<file path="src/vsc_pkg.sv">
// Purpose: shared constants for the voltage sensor core access block
// Assumes: one fabric clock, synchronous active-high reset
// Notes: conversion timing is modelled, not taken from silicon
// Contract
// [RQ1] controller clocks sensor at most 11 MHz; the bench clock runs at 25 MHz
// [RQ2] reset clears registers, stops conversion clock
// [RQ3] conversion begins only after reset falls
// [RQ4] access enable gates all sensor activity
// [RQ5] 8-bit setup word shifted LSB first
// [RQ6] shift enable held exactly eight cycles
// [RQ7] controller gives 4-bit channel in manual
// [RQ8] conversion done pulses after each channel
// [RQ9] sequence done coincides with last conversion done
// [RQ10] controller captures result bits 11:6 on fall
// [RQ11] setup bits 1:0 select channel sequence
// [RQ12] controller writes polarity bits as zero
// [RQ13] setup bit 6 enables calibration
// [RQ14] controller waits two clocks between setup steps
// [RQ15] conversion starts when shift enable falls
// [RQ16] first manual channel stable before start
// [RQ17] next manual channel one clock early
// [RQ18] reconfigure only after sequence done pulse
// [RQ19] sequence repeats while enabled and out of reset
// [RQ20] new sequence repeats procedure from reset
// [RQ21] each result is a 6-bit code
// [RQ22] controller idles while reset or disabled
// [RQ23] manual channel numbers restricted to 0..7
`default_nettype none
package vsc_pkg;
   localparam int          SETUP_W      = 8;
   localparam int          CHAN_W       = 4;
   localparam int          RES_W        = 6;
   localparam int          DOUT_W       = 12;
   localparam int          RES_LSB      = 6;
   localparam int          MODE_LSB     = 0;
   localparam int          POL0_BIT     = 2;
   localparam int          POL1_BIT     = 3;
   localparam int          CAL_BIT      = 6;
   localparam logic [1:0]  MODE_HI_SIX  = 2'h0;
   localparam logic [1:0]  MODE_ALL     = 2'h1;
   localparam logic [1:0]  MODE_LO_TWO  = 2'h2;
   localparam logic [1:0]  MODE_MANUAL  = 2'h3;
   localparam logic [3:0]  CH_FIRST_HI  = 4'h2;
   localparam logic [3:0]  CH_FIRST_ALL = 4'h0;
   localparam logic [3:0]  CH_LAST_LO   = 4'h1;
   localparam logic [3:0]  CH_LAST      = 4'h7;
   localparam logic [7:0]  SETUP_RST    = 8'h00;
   localparam logic [3:0]  CH_RST       = 4'h0;
   localparam int          CONV_CYC     = 20;
   localparam real         CLK_MHZ      = 25.0;
   localparam real         CLK_MAX_MHZ  = 11.0;
   typedef enum logic [1:0] {ST_IDLE, ST_CONV, ST_DONE} vsc_state_t;
endpackage : vsc_pkg
`default_nettype wire

</file>
<file path="src/vsc_core.sv">
// Purpose: fabric-side voltage sensor access: setup shift, sequencer, results
// Assumes: controller keeps the access protocol; analog path is a stand-in
// Notes: the converted code comes in on SAMPLE_IN from the analog model
`default_nettype none
module vsc_core
   import vsc_pkg::*;
#(
   parameter int CONV_CYCLES = CONV_CYC
) (
   // clock and reset
   input  wire logic                      CLK,
   input  wire logic                      RESET,
   // fabric control
   input  wire logic                      ACCESS_EN,
   input  wire logic                      SHIFT_EN,
   input  wire logic                      SETUP_DIN,
   input  wire logic [vsc_pkg::CHAN_W-1:0] CHAN_PICK,
   // analog stand-in
   input  wire logic [vsc_pkg::RES_W-1:0]  SAMPLE_IN,
   input  wire logic [vsc_pkg::RES_W-1:0]  CAL_OFFSET,
   // results
   output logic                           CONV_DONE,
   output logic                           SEQ_DONE,
   output logic [vsc_pkg::DOUT_W-1:0]     RESULT,
   output logic [vsc_pkg::CHAN_W-1:0]     ACTIVE_CHAN,
   // buffered result stream
   output logic                           RES_VALID,
   input  wire logic                      RES_READY,
   output logic [vsc_pkg::RES_W-1:0]      RES_DATA
);
   import vsc_pkg::*;

   localparam int CW = $clog2(CONV_CYCLES + 1);

   logic [SETUP_W-1:0] sensor_setup_word_ff, nxt_setup;
   logic               shift_d_ff, nxt_shift_d;
   vsc_state_t         state_ff, nxt_state;
   logic [CHAN_W-1:0]  chan_ff, nxt_chan;
   logic [CW-1:0]      cnt_ff, nxt_cnt;
   logic               eoc_ff, nxt_eoc, eos_ff, nxt_eos;
   logic [DOUT_W-1:0]  res_ff, nxt_res;
   logic [1:0]         sequencer_select;
   logic               sequencer_select_lo, sequencer_select_hi;
   logic               ch0_polarity, ch1_polarity, cal_en;
   logic               run, start, last_chan, buf_ready;
   logic [CHAN_W-1:0]  first_chan, end_chan;
   logic [RES_W-1:0]   code;

   // setup word fields
   assign sequencer_select    = sensor_setup_word_ff[MODE_LSB +: 2];
   assign sequencer_select_lo = sequencer_select[0];
   assign sequencer_select_hi = sequencer_select[1];
   assign ch0_polarity        = sensor_setup_word_ff[POL0_BIT];
   assign ch1_polarity        = sensor_setup_word_ff[POL1_BIT];
   assign cal_en              = sensor_setup_word_ff[CAL_BIT];

   // [RQ4] access enable gate
   // [RQ2] reset stops conversion clock
   assign run = ACCESS_EN && !RESET;
   // [RQ15] start on shift fall
   assign start = shift_d_ff && !SHIFT_EN && run;

   // [RQ11] sequence range decode
   always_comb begin
      case ({sequencer_select_hi, sequencer_select_lo})
         MODE_HI_SIX: begin
            first_chan = CH_FIRST_HI;
            end_chan   = CH_LAST;
         end
         MODE_ALL: begin
            first_chan = CH_FIRST_ALL;
            end_chan   = CH_LAST;
         end
         MODE_LO_TWO: begin
            first_chan = CH_FIRST_ALL;
            end_chan   = CH_LAST_LO;
         end
         default: begin
            first_chan = CHAN_PICK;
            end_chan   = CHAN_PICK;
         end
      endcase
   end
   // manual mode: every channel is its own one-channel sequence, so the
   // pick input may already name the next channel without hiding the end
   assign last_chan = (sequencer_select == MODE_MANUAL) || (chan_ff == end_chan);

   // [RQ13] calibration adds the offset; polarity bits only affect the analog side
   assign code = cal_en ? RES_W'(SAMPLE_IN + CAL_OFFSET) : SAMPLE_IN;

   // [RQ5] lsb-first serial setup load
   always_comb begin
      nxt_setup   = sensor_setup_word_ff;
      nxt_shift_d = run ? SHIFT_EN : 1'b0;
      if (run && SHIFT_EN) begin
         nxt_setup = {SETUP_DIN, sensor_setup_word_ff[SETUP_W-1:1]};
      end
   end

   // conversion sequencer; stalls at done when result buffer is full
   always_comb begin
      nxt_state = state_ff;
      nxt_chan  = chan_ff;
      nxt_cnt   = cnt_ff;
      nxt_eoc   = 1'b0;
      nxt_eos   = 1'b0;
      nxt_res   = res_ff;
      case (state_ff)
         ST_IDLE: begin
            if (start) begin
               nxt_state = ST_CONV;
               nxt_chan  = first_chan;
               nxt_cnt   = '0;
            end
         end
         ST_CONV: begin
            if (SHIFT_EN) begin
               nxt_state = ST_IDLE;
            end else if (cnt_ff == CW'(CONV_CYCLES - 1)) begin
               nxt_state = ST_DONE;
            end else begin
               nxt_cnt = cnt_ff + CW'(1);
            end
         end
         ST_DONE: begin
            if (buf_ready) begin
               // [RQ8] per channel done
               nxt_eoc   = 1'b1;
               // [RQ9] sequence done with last
               nxt_eos   = last_chan;
               // [RQ21] six-bit code placement
               nxt_res   = {code, {RES_LSB{1'b0}}};
               nxt_cnt   = '0;
               nxt_state = ST_CONV;
               // [RQ19] wrap and repeat
               nxt_chan  = last_chan ? first_chan :
                           (sequencer_select == MODE_MANUAL ? CHAN_PICK : chan_ff + 4'h1);
            end
         end
         default: nxt_state = ST_IDLE;
      endcase
   end

   // register update; reset or disabled access clears everything
   always_ff @(posedge CLK) begin
      if (RESET || !ACCESS_EN) begin
         sensor_setup_word_ff <= SETUP_RST;
         shift_d_ff           <= 1'b0;
         state_ff             <= ST_IDLE;
         chan_ff              <= CH_RST;
         cnt_ff               <= '0;
         eoc_ff               <= 1'b0;
         eos_ff               <= 1'b0;
         res_ff               <= '0;
      end else begin
         sensor_setup_word_ff <= nxt_setup;
         shift_d_ff           <= nxt_shift_d;
         state_ff             <= nxt_state;
         chan_ff              <= nxt_chan;
         cnt_ff               <= nxt_cnt;
         eoc_ff               <= nxt_eoc;
         eos_ff               <= nxt_eos;
         res_ff               <= nxt_res;
      end
   end

   assign CONV_DONE   = eoc_ff;
   assign SEQ_DONE    = eos_ff;
   assign RESULT      = res_ff;
   assign ACTIVE_CHAN = chan_ff;

   // result buffer so a slow reader loses no word
   vsc_skid #(.W(RES_W)) u_buf (
      .clk       (CLK),
      .rst       (RESET || !ACCESS_EN),
      .in_valid  (state_ff == ST_DONE),
      .in_ready  (buf_ready),
      .in_data   (code),
      .out_valid (RES_VALID),
      .out_ready (RES_READY),
      .out_data  (RES_DATA)
   );
endmodule : vsc_core
`default_nettype wire

</file>
<file path="src/vsc_skid.sv">
// Purpose: two-entry buffer for result words
// Assumes: same clock on both sides
// Notes: full only when both entries hold data
`default_nettype none
module vsc_skid #(
   parameter int W = 8
) (
   // clock and reset
   input  wire logic         clk,
   input  wire logic         rst,
   // fill side
   input  wire logic         in_valid,
   output logic              in_ready,
   input  wire logic [W-1:0] in_data,
   // drain side
   output logic              out_valid,
   input  wire logic         out_ready,
   output logic [W-1:0]      out_data
);
   logic [W-1:0] mem_ff [2];
   logic [W-1:0] nxt_mem [2];
   logic         rd_ff, wr_ff, nxt_rd, nxt_wr;
   logic [1:0]   cnt_ff, nxt_cnt;
   logic         push, pop;

   // occupancy bookkeeping; ready drops only when both slots are full
   always_comb begin
      push      = in_valid && in_ready;
      pop       = out_valid && out_ready;
      in_ready  = (cnt_ff != 2'h2);
      out_valid = (cnt_ff != 2'h0);
      out_data  = mem_ff[rd_ff];
      nxt_mem   = mem_ff;
      nxt_wr    = wr_ff;
      nxt_rd    = rd_ff;
      nxt_cnt   = cnt_ff;
      if (push) begin
         nxt_mem[wr_ff] = in_data;
         nxt_wr         = ~wr_ff;
      end
      if (pop) begin
         nxt_rd = ~rd_ff;
      end
      nxt_cnt = cnt_ff + {1'b0, push} - {1'b0, pop};
   end

   // storage registers
   always_ff @(posedge clk) begin
      if (rst) begin
         rd_ff  <= 1'b0;
         wr_ff  <= 1'b0;
         cnt_ff <= 2'h0;
      end else begin
         rd_ff  <= nxt_rd;
         wr_ff  <= nxt_wr;
         cnt_ff <= nxt_cnt;
      end
      mem_ff <= nxt_mem;
   end
endmodule : vsc_skid
`default_nettype wire
</file>
<file path="config.mk">
export PLATFORM = sky130hd
export DESIGN_NAME = vsc_core
export DESIGN_NICKNAME = d
export VERILOG_FILES = /design/src/vsc_pkg.sv /design/src/vsc_core.sv /design/src/vsc_skid.sv
export SDC_FILE = /design/constraint.sdc
export NUM_CORES = 1
export LEC_CHECK = 0
export ABC_AREA = 1
export BUFFER_PORTS_ARGS = -buffer_cell sky130_fd_sc_hd__buf_2
export CAP_MARGIN = 25
export CORE_AREA = 2 2 77 79
export DETAILED_ROUTE_END_ITERATION = 7
export DIE_AREA = 0 0 79 81
export PLACE_DENSITY = 0.66
export REMOVE_ABC_BUFFERS = 1
export SLEW_MARGIN = 10
export SYNTH_ARGS = -nofsm -noshare
export SYNTH_HDL_FRONTEND = slang
export SYNTH_HIERARCHICAL = 1
export SYNTH_SLANG_ARGS = --single-unit
</file>
<file path="constraint.sdc">
create_clock -name CLK -period 1.58 [get_ports CLK]
set_input_delay 0.158 -clock CLK [delete_from_list [all_inputs] [get_ports CLK]]
set_output_delay 0.158 -clock CLK [all_outputs]
set_load 0.02 [all_outputs]
</file>
==> results of run 1 <==
## repair_timing
action | CTS | global route
gates resized for setup | 0 | 5
setup endpoints to repair | 0 | 7
setup buffers | 0 | 0
hold endpoints to repair | 0 | 0
hold buffers | 0 | 0
## worst reg2reg max path: stages, from the launching register on
cell and delay (ps):
sky130_fd_sc_hd__dfxtp_2 330, sky130_fd_sc_hd__inv_1 70, sky130_fd_sc_hd__nand2_1 50, sky130_fd_sc_hd__inv_1 60
sky130_fd_sc_hd__nand2_1 70, sky130_fd_sc_hd__ha_1 270, sky130_fd_sc_hd__inv_1 30, sky130_fd_sc_hd__ha_1 180
sky130_fd_sc_hd__inv_1 50, sky130_fd_sc_hd__nand2_1 60, sky130_fd_sc_hd__a21oi_1 120, sky130_fd_sc_hd__nor2_1 60
## synth_stat cells (2+ instances only)
master / count / area [um2]
sky130_fd_sc_hd__nand2_1: 62 / 232.7
sky130_fd_sc_hd__o21ai_1: 3 / 15.01
sky130_fd_sc_hd__nand3b_1: 2 / 15.01
sky130_fd_sc_hd__nand2_2: 2 / 12.51
sky130_fd_sc_hd__nand3_2: 2 / 20.02
sky130_fd_sc_hd__xor2_1: 2 / 17.52
sky130_fd_sc_hd__edfxtp_1: 12 / 360.4
sky130_fd_sc_hd__mux2_4: 6 / 90.09
sky130_fd_sc_hd__a211oi_1: 4 / 30.03
sky130_fd_sc_hd__buf_4: 6 / 45.04
sky130_fd_sc_hd__a21oi_1: 20 / 100.1
sky130_fd_sc_hd__nor3_1: 2 / 10.01
sky130_fd_sc_hd__clkbuf_1: 3 / 11.26
sky130_fd_sc_hd__nand3_1: 21 / 105.1
sky130_fd_sc_hd__buf_6: 2 / 22.52
sky130_fd_sc_hd__o21ai_0: 12 / 60.06
sky130_fd_sc_hd__nor2_1: 40 / 150.1
sky130_fd_sc_hd__nor2_2: 2 / 12.51
sky130_fd_sc_hd__dfxtp_1: 32 / 640.6
sky130_fd_sc_hd__inv_1: 36 / 135.1
sky130_fd_sc_hd__ha_1: 9 / 112.6
## where the power goes
part           switching (mW)  internal, mW
Sequential            0.00932          1.17
Clock                   0.364         0.399
Combinational           0.140        0.0852
Total                   0.513          1.66
## layout by cell type (no fill, tap or decap), types with 2 or more instances in the layout
cell                       netlist  routed
sky130_fd_sc_hd__buf_2           0      40
sky130_fd_sc_hd__clkbuf_8        0       7
sky130_fd_sc_hd__nand2_1        62      61
sky130_fd_sc_hd__buf_4           6      10
sky130_fd_sc_hd__nor2_1         40      40
sky130_fd_sc_hd__dfxtp_2         0       4
sky130_fd_sc_hd__nand3b_1        2       2
sky130_fd_sc_hd__nand3_1        21      21
sky130_fd_sc_hd__xor2_1          2       2
sky130_fd_sc_hd__edfxtp_1       12      12
sky130_fd_sc_hd__o21ai_0        12      12
sky130_fd_sc_hd__o21ai_1         3       3
sky130_fd_sc_hd__nor2_2          2       2
sky130_fd_sc_hd__nor3_1          2       2
sky130_fd_sc_hd__a21oi_1        20      20
sky130_fd_sc_hd__dfxtp_1        32      28
sky130_fd_sc_hd__nand2_2         2       3
sky130_fd_sc_hd__ha_1            9       9
sky130_fd_sc_hd__a211oi_1        4       4
sky130_fd_sc_hd__conb_1          1       6
sky130_fd_sc_hd__mux2_4          6       6
sky130_fd_sc_hd__inv_1          36      36
sky130_fd_sc_hd__nand3_2         2       2
## area by class of cell
type,instances,share of cell area (%)
sequential,44,37.27
timing repair buffer,50,10.20
multi-input combinational,202,39.96
clock buffer,8,3.709
inverter,38,5.378
tap,75,3.477
## path summary, 6_finish.rpt
check	start	end	slack, ps	depth (start not counted)
hold reg to reg	sensor_setup_word_ff[2]$_SDFFE_PP0P_	sensor_setup_word_ff[1]$_SDFFE_PP0P_	470	2
setup / recovery	state_ff[0]$_SDFFE_PP0P_	u_buf/cnt_ff[1]$_SDFF_PP0_	120	11
setup reg to reg	state_ff[0]$_SDFFE_PP0P_	u_buf/cnt_ff[1]$_SDFF_PP0_	120	11
hold / removal	SETUP_DIN	sensor_setup_word_ff[7]$_SDFFE_PP0P_	100	3
## flip-flops by register name, summed over array words and instances, names as in the netlist
name                  count
ACTIVE_CHAN               4
CONV_DONE                 1
RESULT                    6
SEQ_DONE                  1
cnt_ff                    5
sensor_setup_word_ff      8
shift_d_ff                1
state_ff                  2
u_buf/cnt_ff              2
u_buf/mem_ff             12
u_buf/rd_ff               1
u_buf/wr_ff               1
## per-stage QoR
stage | hold slack [ps] | setup slack [ps]
after floorplan | 251.5 | 31.03
after global placement | 405.7 | -8.301
after detailed placement | 410.0 | -51.08
after CTS | 91.23 | 6.282
after global routing | 97.69 | -21.81
final | 99.23 | 117.3
## per-layer routing
metal | global-route usage, % | part of all wire [%] | up-vias
met4 | 7.586 | 1.9 | 0
met5 | 0 | 0 | -
met3 | 3.444 | 4.8 | 7
li1 | - | - | 1025
met1 | 17.96 | 47 | 883
met2 | 24.83 | 46 | 45
## cell families (layout without fill, tap and decap cells)
family                     after synthesis  after routing  synth area share, %
AOI/OAI and AO/OA                       42             42                10.03
DFF                                     44             44                43.86
other                                    1              6               0.1643
buffers and inverters                   49             96                9.813
adders and majority gates               10             10                5.812
xor gates and xnor gates                 3              3                1.152
and+or+nand+nor                        135            135                25.22
muxes                                    6              6                3.948
==> results.sh, run 1 <==
export IMPL_run_status="complete, no violations"
export IMPL_grt_pass1_vias=1716
export IMPL_utilization_pct=47.55
export IMPL_cts_htree_levels=2
export IMPL_worst_ir_drop_vdd_uv=403.6
export IMPL_timing_hold_worst_class="in -> reg"
export IMPL_critPathBufInv=4
export IMPL_max_freq_ghz=0.6837
export IMPL_layout_cells_non_filler=417
export IMPL_syn2layout_area_growth_pct=18.26
export IMPL_postSynthRegisterBits=44
export IMPL_wl_per_cell_um=10.84
export IMPL_final_setup_tns_ps=0
export IMPL_count_of_placed_standard_cells_including_taps=409
export IMPL_placementRows=28
export IMPL_critPathArrivalTime_ps=1650
export IMPL_synthDistinctLibCells=31
export IMPL_die_width_um=79
export IMPL_globalRouteTotalUtil_pct=14.85
export IMPL_starting_utilization_of_the_core_area_pct=40.21
export IMPL_grt_first_pass_wirelength_mm=7.500
export IMPL_static_leakage_power_nw=1.281
export IMPL_final_net_count=373
export IMPL_layout_cell_area_non_filler_um2=2699
export IMPL_timing_critical_path_mode_cell="sky130_fd_sc_hd__inv_1"
export IMPL_drt_iter0_drc=104
export IMPL_final_setup_skew_ps=6.724
export IMPL_grt_overflow_total=0
export IMPL_worst_setup_path_category="reg -> reg"
export IMPL_total_power_mw=2.168
export IMPL_place_congestion=0.8826
export IMPL_postRouteWirelength_mm=4.520
export IMPL_sequential_cell_area_fraction_in_the_yosys_report_pct=43.86
export IMPL_portBuffers=40
export IMPL_finalMaxSlewViolations=0
export IMPL_grt_max_degree=15
export IMPL_grt_antenna_before_repair=0
export IMPL_postSynth_topFlopCell="sky130_fd_sc_hd__dfxtp_1"
export IMPL_detail_route_vias_per_cell=4.700
export IMPL_post_synth_inst_count=290
export IMPL_critPathTopFamily="adder cells"
export IMPL_floorplan_io_pins=47
export IMPL_cts_buffer_depth=2
export IMPL_ant_nets=0
export IMPL_crit_chain="inv_1, nand2_1, inv_1, nand2_1, ha_1, inv_1, ha_1, inv_1, nand2_1, a21oi_1, nor2_1"
export IMPL_syn_avg_cell_area_um2=7.870
export IMPL_finalCriticalPeriod_ps=1463
export IMPL_detailed_place_area_um2=2591
export IMPL_power_per_cell_area_nw_per_um2=803.5
export IMPL_fillCellCount=557
export IMPL_critPathRequiredTime_ps=1770
export IMPL_synth_cell_area_um2=2282
export IMPL_place_hpwl_mm=3.466
export IMPL_max_cap_viol_count=0
export IMPL_antenna_cells_inserted=0
export IMPL_die_height_um=81
export IMPL_critPathMaxStageDelay_ps=330
export IMPL_rsz0062_at_grt="true"
export IMPL_multiInputGateArea_um2=1079
export IMPL_synth_enable_flop_cells=12
export IMPL_root_buffer="sky130_fd_sc_hd__clkbuf_8"
export IMPL_numClockSinks=44
export IMPL_floorplan_die_area_um2=6399
export IMPL_worstSetupStartpointType="flip-flop"
export IMPL_ff_latch_area_um2=1006
export IMPL_slowest_stage="sky130_fd_sc_hd__dfxtp_2"
export IMPL_synth_warning_count=6
export IMPL_crit_path_end_kind="flip-flop"
export IMPL_clkLatencyLatePin_ps=290
export IMPL_tritoncts="done"
export IMPL_final_hold_viol_count=0
export IMPL_setup_violations_final=0
export IMPL_finalCritPeriodShare_pct=92.57
export IMPL_postSynth_asyncResetShare_pct=0
export IMPL_firstDrtPassIters=5
export IMPL_fp_coreArea_um2=5675
export IMPL_dr_total_vias=1960
export IMPL_post_route_drc_count=0
export IMPL_clkTransAtPathRegs_ps=80
export IMPL_cp_max_fo=3
export IMPL_layout_drive_gt1_share_pct=22.81
export IMPL_cts_buffers_inserted=5
Power figures use the tool's default switching activity.
==> run 2, diff against run 1 <==
Settings changed: CORE_AREA 2 2 77 79 to 2 2 72 74, DIE_AREA 0 0 79 81 to 0 0 74 76, PLACE_DENSITY 0.66 to 0.79.
==> run 2 against run 1 <==
Net effect:
- cell area shrank 1.2%
- combinational power is essentially flat
- sequential power is essentially flat
- non-clock buffer count shrank 2
- largest cell class unchanged
==> results.sh, run 2 (synthesis gave the netlist of run 1 again) <==
export IMPL_run_status="complete, no violations"
export IMPL_postRouteWirelength_mm=4.666
export IMPL_utilization_pct=54.30
export IMPL_power_per_cell_area_nw_per_um2=776.3
export IMPL_final_net_count=371
export IMPL_worst_hold_path_num_cells=3
export IMPL_hold_path_end="sensor_setup_word_ff[7]$_SDFFE_PP0P_"
export IMPL_globalRouteTotalUtil_pct=18.14
export IMPL_largest_register_ffs=12
export IMPL_cp_max_fo=3
export IMPL_cts_buffers_inserted=5
export IMPL_r2r_worst_path_cells=10
export IMPL_place_hpwl_mm=3.511
export IMPL_timing_critical_path_mode_cell="sky130_fd_sc_hd__nor2_1"
export IMPL_die_width_um=74
export IMPL_floorplan_io_pins=47
export IMPL_critPathRequiredTime_ps=1780
export IMPL_cts_htree_levels=2
export IMPL_drt_iter0_drc=92
export IMPL_finalCritPeriodShare_pct=93.74
export IMPL_min_from="SETUP_DIN"
export IMPL_grt_overflow_total=0
export IMPL_register_ranked_first_by_flip_flop_count="u_buf/mem_ff"
export IMPL_dp_worst_setup_slack_ps=-52.90
export IMPL_count_of_placed_standard_cells_including_taps=401
export IMPL_die_height_um=76
export IMPL_reg2reg_from="u_buf/cnt_ff[1]$_SDFF_PP0_"
export IMPL_critPathBufInv=2
export IMPL_ant_nets=0
export IMPL_final_setup_tns_ps=0
export IMPL_grt_max_degree=22
export IMPL_cts_buffer_depth=2
export IMPL_finalMaxSlewViolations=0
export IMPL_grt_first_pass_wirelength_mm=8.073
export IMPL_total_power_mw=2.071
export IMPL_detailed_place_area_um2=2562
export IMPL_critPathTopFamily="simple AND/OR/NAND/NOR gates"
export IMPL_worst_setup_path_category="reg -> reg"
export IMPL_hold_worst_slack_ps=110.6
export IMPL_max_freq_ghz=0.6752
export IMPL_portBuffers=40
export IMPL_clkLatencyLatePin_ps=290
export IMPL_critical_path_reg2reg_endpoint="u_buf/cnt_ff[1]$_SDFF_PP0_"
export IMPL_critPathMaxStageDelay_ps=380
export IMPL_setup_violations_final=0
export IMPL_crit_path_end_kind="flip-flop"
export IMPL_layout_drive_gt1_share_pct=23.53
export IMPL_floorplan_die_area_um2=5624
export IMPL_tritoncts="done"
export IMPL_root_buffer="sky130_fd_sc_hd__clkbuf_8"
export IMPL_final_critical_path_setup_slack_ps=98.90
export IMPL_clkTransAtPathRegs_ps=80
export IMPL_antenna_cells_inserted=0
export IMPL_placementRows=26
export IMPL_slowest_stage="sky130_fd_sc_hd__dfxtp_1"
export IMPL_crit_chain="nor2_1, nor2_1, ha_1, inv_1, ha_1, inv_1, nand2_2, nand3_1, nand2_1, nor2_1"
export IMPL_place_congestion=0.8398
export IMPL_layout_cell_area_non_filler_um2=2668
export IMPL_fp_coreArea_um2=4912
export IMPL_final_cell_mix="sky130_fd_sc_hd__nand2_1 (59), sky130_fd_sc_hd__nor2_1 (40), sky130_fd_sc_hd__buf_2 (40)"
export IMPL_syn2layout_area_growth_pct=16.89
export IMPL_firstDrtPassIters=4
export IMPL_numClockSinks=44
export IMPL_critPathArrivalTime_ps=1680
export IMPL_post_route_drc_count=0
export IMPL_timing_hold_worst_class="in -> reg"
export IMPL_static_leakage_power_nw=1.261
export IMPL_finalCriticalPeriod_ps=1481
export IMPL_starting_utilization_of_the_core_area_pct=46.46
export IMPL_final_common_cell="sky130_fd_sc_hd__nand2_1"
export IMPL_timing_slew_headroom_pct=52.78
export IMPL_worstSetupStartpointType="flip-flop"
export IMPL_grt_antenna_before_repair=0
export IMPL_worst_ir_drop_vdd_uv=350.9
export IMPL_final_setup_skew_ps=2.294
export IMPL_holdBufCountCts=0
export IMPL_reg2reg_setup_slack_ps=100
export IMPL_layout_cells_non_filler=410
export IMPL_final_hold_viol_count=0
export IMPL_max_cap_viol_count=0
export IMPL_detail_route_vias_per_cell=4.849
export IMPL_grt_pass1_vias=1871
export IMPL_worst_pin_slew_ps=707.5
export IMPL_wl_per_cell_um=11.38
export IMPL_dr_total_vias=1988
==> run 2: cell types whose count changed in the layout (fill, tap and decap cells not counted), sizes merged <==
cell	change
buf	-2
clkbuf	-1
clkinv	+1
==> run 2: worst max path at each step <==
stage	startpoint	cells after the start	end
after CTS	u_buf/cnt_ff[0]$_SDFF_PP0_	10	u_buf/cnt_ff[1]$_SDFF_PP0_
final	u_buf/cnt_ff[1]$_SDFF_PP0_	10	u_buf/cnt_ff[1]$_SDFF_PP0_
after detailed placement	SAMPLE_IN[0]	14	RESULT[10]$_SDFFE_PP0P_
after floorplan	state_ff[0]$_SDFFE_PP0P_	11	u_buf/cnt_ff[1]$_SDFF_PP0_
after global placement	SAMPLE_IN[0]	14	RESULT[10]$_SDFFE_PP0P_
after global routing	state_ff[0]$_SDFFE_PP0P_	12	u_buf/cnt_ff[1]$_SDFF_PP0_
==> run 2: repair_timing <==
| item | 4_1_cts | 5_1_grt |
|---|---|---|
| setup endpoints to repair | 1 | 1 |
| hold endpoints to repair | 0 | 0 |
| pin swaps | 0 | 0 |
| setup buffers | 0 | 1 |
| resized for setup | 1 | 9 |
==> run 2: power breakdown <==
| part | internal [mW] | switching [mW] | total, mW |
|---|---|---|---|
| logic | 0.0814 | 0.140 | 0.222 |
| registers | 1.17 | 0.00984 | 1.18 |
| clock network | 0.310 | 0.358 | 0.668 |
==> run 2: cell type report <==
type,instances,area [um2]
Tap cell,70,87.58
Clock buffer,7,76.32
Fill cell,479,2245
Clock inverter,1,5.005
Inverter,38,145.1
Multi-Input combinational cell,202,1087
Timing Repair Buffer,48,260.3
Sequential cell,44,1006
==> run 2: tightest hold or removal path: cells and delay by family <==
kind	cells	cell delay, ps
buffers and inverters	1	100
AO/OA/AOI/OAI	1	60
AND/OR/NAND/NOR	1	40
==> run 2: metal layers <==
metal  global-route usage (%)  wire length (um)  up-vias
met3                    4.762               192        8
met1                    21.10              2000      915
met4                    7.636               103        0
li1                         -                 -     1023
met5                        0                 0        -
met2                    30.80              2369       42
==> run 3, diff against run 2 <==
Settings changed: ABC_AREA 1 to default, CORE_AREA 2 2 72 74 to 2 2 71 73, DIE_AREA 0 0 74 76 to 0 0 73 75.
==> run 3 against run 2 <==
Net effect:
- maximum frequency decreased by 4.2%
- register-to-register slack got worse by 70 ps
- cell area increased by 2.5%
- global-route usage decreased by 1.5 points
==> results.sh, run 3 <==
export IMPL_grt_pass1_vias=1568
export IMPL_final_setup_skew_ps=6.514
export IMPL_timing_hold_worst_class="in -> reg"
export IMPL_slowest_stage="sky130_fd_sc_hd__dfxtp_2"
export IMPL_cp_max_fo=2
export IMPL_globalRouteMet2Util_pct=29.53
export IMPL_layout_drive_gt1_share_pct=36.07
export IMPL_critPathRequiredTime_ps=1810
export IMPL_fp_coreArea_um2=4661
export IMPL_final_cell_mix="sky130_fd_sc_hd__buf_2 (40), sky130_fd_sc_hd__nor2_1 (29), sky130_fd_sc_hd__dfxtp_1 (27)"
export IMPL_power_per_cell_area_nw_per_um2=804.0
export IMPL_cts_buffer_depth=2
export IMPL_hold_path_end="sensor_setup_word_ff[7]$_SDFFE_PP0P_"
export IMPL_register_ranked_first_by_flip_flop_count="u_buf/mem_ff"
export IMPL_setup_violations_final=0
export IMPL_max_cap_viol_count=0
export IMPL_reg2reg_setup_slack_ps=30
export IMPL_fillCellCount=416
export IMPL_firstDrtPassIters=4
export IMPL_postSynth_asyncResetShare_pct=0
export IMPL_synthDistinctLibCells=53
export IMPL_grt_max_degree=16
export IMPL_floorplan_io_pins=47
export IMPL_yosys_top_cells_area="sky130_fd_sc_hd__dfxtp_1 (29%), sky130_fd_sc_hd__edfxtp_1 (16%), sky130_fd_sc_hd__ha_1 (5.1%), sky130_fd_sc_hd__nor2_1 (4.9%), sky130_fd_sc_hd__mux2_2 (4.6%)"
export IMPL_finalMaxSlewViolations=0
export IMPL_place_congestion=0.8334
export IMPL_grt_overflow_total=0
export IMPL_portBuffers=40
export IMPL_sequential_cell_area_fraction_in_the_yosys_report_pct=45.40
export IMPL_reg2reg_from="state_ff[0]$_SDFFE_PP0P_"
export IMPL_synth_largest_type_area_fraction_pct=29.06
export IMPL_worstSetupStartpointType="flip-flop"
export IMPL_globalRouteTotalUtil_pct=16.61
export IMPL_die_height_um=75
export IMPL_total_power_mw=2.199
export IMPL_holdBufCountCts=0
export IMPL_min_from="SETUP_DIN"
export IMPL_synth_largest_area_cell="sky130_fd_sc_hd__dfxtp_1"
export IMPL_root_buffer="sky130_fd_sc_hd__clkbuf_8"
export IMPL_synth_cell_area_um2=2205
export IMPL_finalCriticalPeriod_ps=1547
export IMPL_timing_critical_path_mode_cell="sky130_fd_sc_hd__ha_4"
export IMPL_crit_chain="and2b_4, nand2_4, ha_4, inv_2, ha_4, xor2_2, and2_4, nor3_2"
export IMPL_most_used_standard_cells_in_the_synthesized_netlist="sky130_fd_sc_hd__dfxtp_1 (32), sky130_fd_sc_hd__nor2_1 (29), sky130_fd_sc_hd__nand2_1 (16), sky130_fd_sc_hd__edfxtp_1 (12)"
export IMPL_hold_worst_slack_ps=88.98
export IMPL_post_route_drc_count=0
export IMPL_met1_usage_in_global_routing_pct=20.47
export IMPL_place_hpwl_mm=3.202
export IMPL_largest_register_ffs=12
export IMPL_starting_utilization_of_the_core_area_pct=47.30
export IMPL_grt_antenna_before_repair=0
export IMPL_cts_htree_levels=2
export IMPL_floorplan_die_area_um2=5475
export IMPL_worst_setup_path_category="reg -> reg"
export IMPL_placementRows=25
export IMPL_final_common_cell="sky130_fd_sc_hd__buf_2"
export IMPL_antenna_cells_inserted=0
export IMPL_ant_nets=0
export IMPL_syn2layout_area_growth_pct=24.06
export IMPL_synthMostInstantiatedCell="sky130_fd_sc_hd__dfxtp_1"
export IMPL_postSynth_topFlopCell="sky130_fd_sc_hd__dfxtp_1"
export IMPL_grt_use_met3_pct=4.418
export IMPL_finalCritPeriodShare_pct=97.90
export IMPL_worst_ir_drop_vdd_uv=552.9
export IMPL_critPathArrivalTime_ps=1780
export IMPL_worst_hold_path_num_cells=3
export IMPL_detail_route_vias_per_cell=5.213
export IMPL_critical_path_reg2reg_endpoint="u_buf/cnt_ff[1]$_SDFF_PP0_"
export IMPL_postRouteWirelength_mm=4.333
export IMPL_layout_cell_area_non_filler_um2=2735
export IMPL_wl_per_cell_um=12.97
export IMPL_critPathMaxStageDelay_ps=330
export IMPL_detailed_place_area_um2=2541
export IMPL_final_setup_tns_ps=0
export IMPL_run_status="complete, no violations"
export IMPL_dr_total_vias=1741
export IMPL_final_critical_path_setup_slack_ps=33.19
export IMPL_dp_worst_setup_slack_ps=-65.98
export IMPL_syn_avg_cell_area_um2=9.886
export IMPL_rsz0062_at_grt="true"
export IMPL_r2r_worst_path_cells=8
export IMPL_clkLatencyLatePin_ps=300
export IMPL_synth_warning_count=6
export IMPL_tritoncts="done"
export IMPL_post_synth_inst_count=223
export IMPL_numClockSinks=44
export IMPL_final_hold_viol_count=0
export IMPL_max_freq_ghz=0.6465
export IMPL_final_net_count=311
export IMPL_crit_path_end_kind="flip-flop"
export IMPL_drt_iter0_drc=54
export IMPL_die_width_um=73
export IMPL_clkTransAtPathRegs_ps=90
export IMPL_static_leakage_power_nw=1.136
export IMPL_grt_first_pass_wirelength_mm=6.996
export IMPL_synth_enable_flop_cells=12
export IMPL_postSynthRegisterBits=44
export IMPL_most_utilized_layer_in_the_global_route_result="met2"
export IMPL_cts_buffers_inserted=5
run 3: cell type report:
class	instances	area (um2)	share of cell area, %
multi-input cells	162	1180	43.14
flip-flops and latches	44	1007	36.83
repair buffers	58	335.3	12.26
clock buffers	5	68.82	2.516
well taps	54	67.56	2.470
clock inverters	3	46.29	1.693
inverters	8	30.03	1.098
run 3: how the worst max path moves through the flow:
stage                                  start                          to  depth (start not counted)
global placement                SAMPLE_IN[0]     RESULT[10]$_SDFFE_PP0P_                          9
global route        state_ff[0]$_SDFFE_PP0P_  u_buf/cnt_ff[1]$_SDFF_PP0_                          8
finish              state_ff[0]$_SDFFE_PP0P_  u_buf/cnt_ff[1]$_SDFF_PP0_                          8
floorplan           state_ff[0]$_SDFFE_PP0P_  u_buf/cnt_ff[1]$_SDFF_PP0_                          8
CTS                 state_ff[0]$_SDFFE_PP0P_  u_buf/cnt_ff[1]$_SDFF_PP0_                          8
detailed placement              SAMPLE_IN[0]     RESULT[10]$_SDFFE_PP0P_                          9
run 3: worst max-delay path, delay by kind of cell (launching register included):
kind          cells  cell delay, ps
buf+inv           1              40
fa+ha+maj         2             410
flops             1             330
simple gates      4             530
xor+xnor          1             170
run 3: report_power, final:
group / internal, mW / switching, mW
Clock: 0.476 / 0.404
Sequential: 1.16 / 0.00160
Combinational: 0.0702 / 0.0894
run 3: kinds of logic (layout without fill, tap and decap cells):
logic type	Yosys count	in the layout	synth area share (%)
simple gates	83	83	19.35
flops	44	44	45.40
compound gates	37	37	11.69
buf+inv	22	74	5.221
mux	19	19	9.364
fa+ha+maj	10	10	6.016
xor+xnor	7	7	2.781
other cells	1	6	0.1701
run 3: through the flow:
stage | std cells | util (%)
3_5_place_dp | 326 | 54.52
6_report | 334 | 58.68
4_1_cts | 334 | 57.72
5_1_grt | 334 | 58.68
3_3_place_gp | 326 | 54.52
2_1_floorplan | 214 | -
run 3: repair_timing:
item,CTS,global route
buffers inserted,0,1
cloned,0,0
pin swaps,3,5
resized for setup,8,10
setup endpoints to repair,3,8
run 3: per-layer routing:
| metal | wire [um] | up-vias | share of wire, % |
|---|---|---|---|
| met2 | 2268 | 26 | 52 |
| met4 | 27 | 0 | 0.62 |
| met1 | 1900 | 824 | 44 |
| li1 | - | 886 | - |
| met5 | 0 | - | 0 |
| met3 | 136 | 5 | 3.1 |
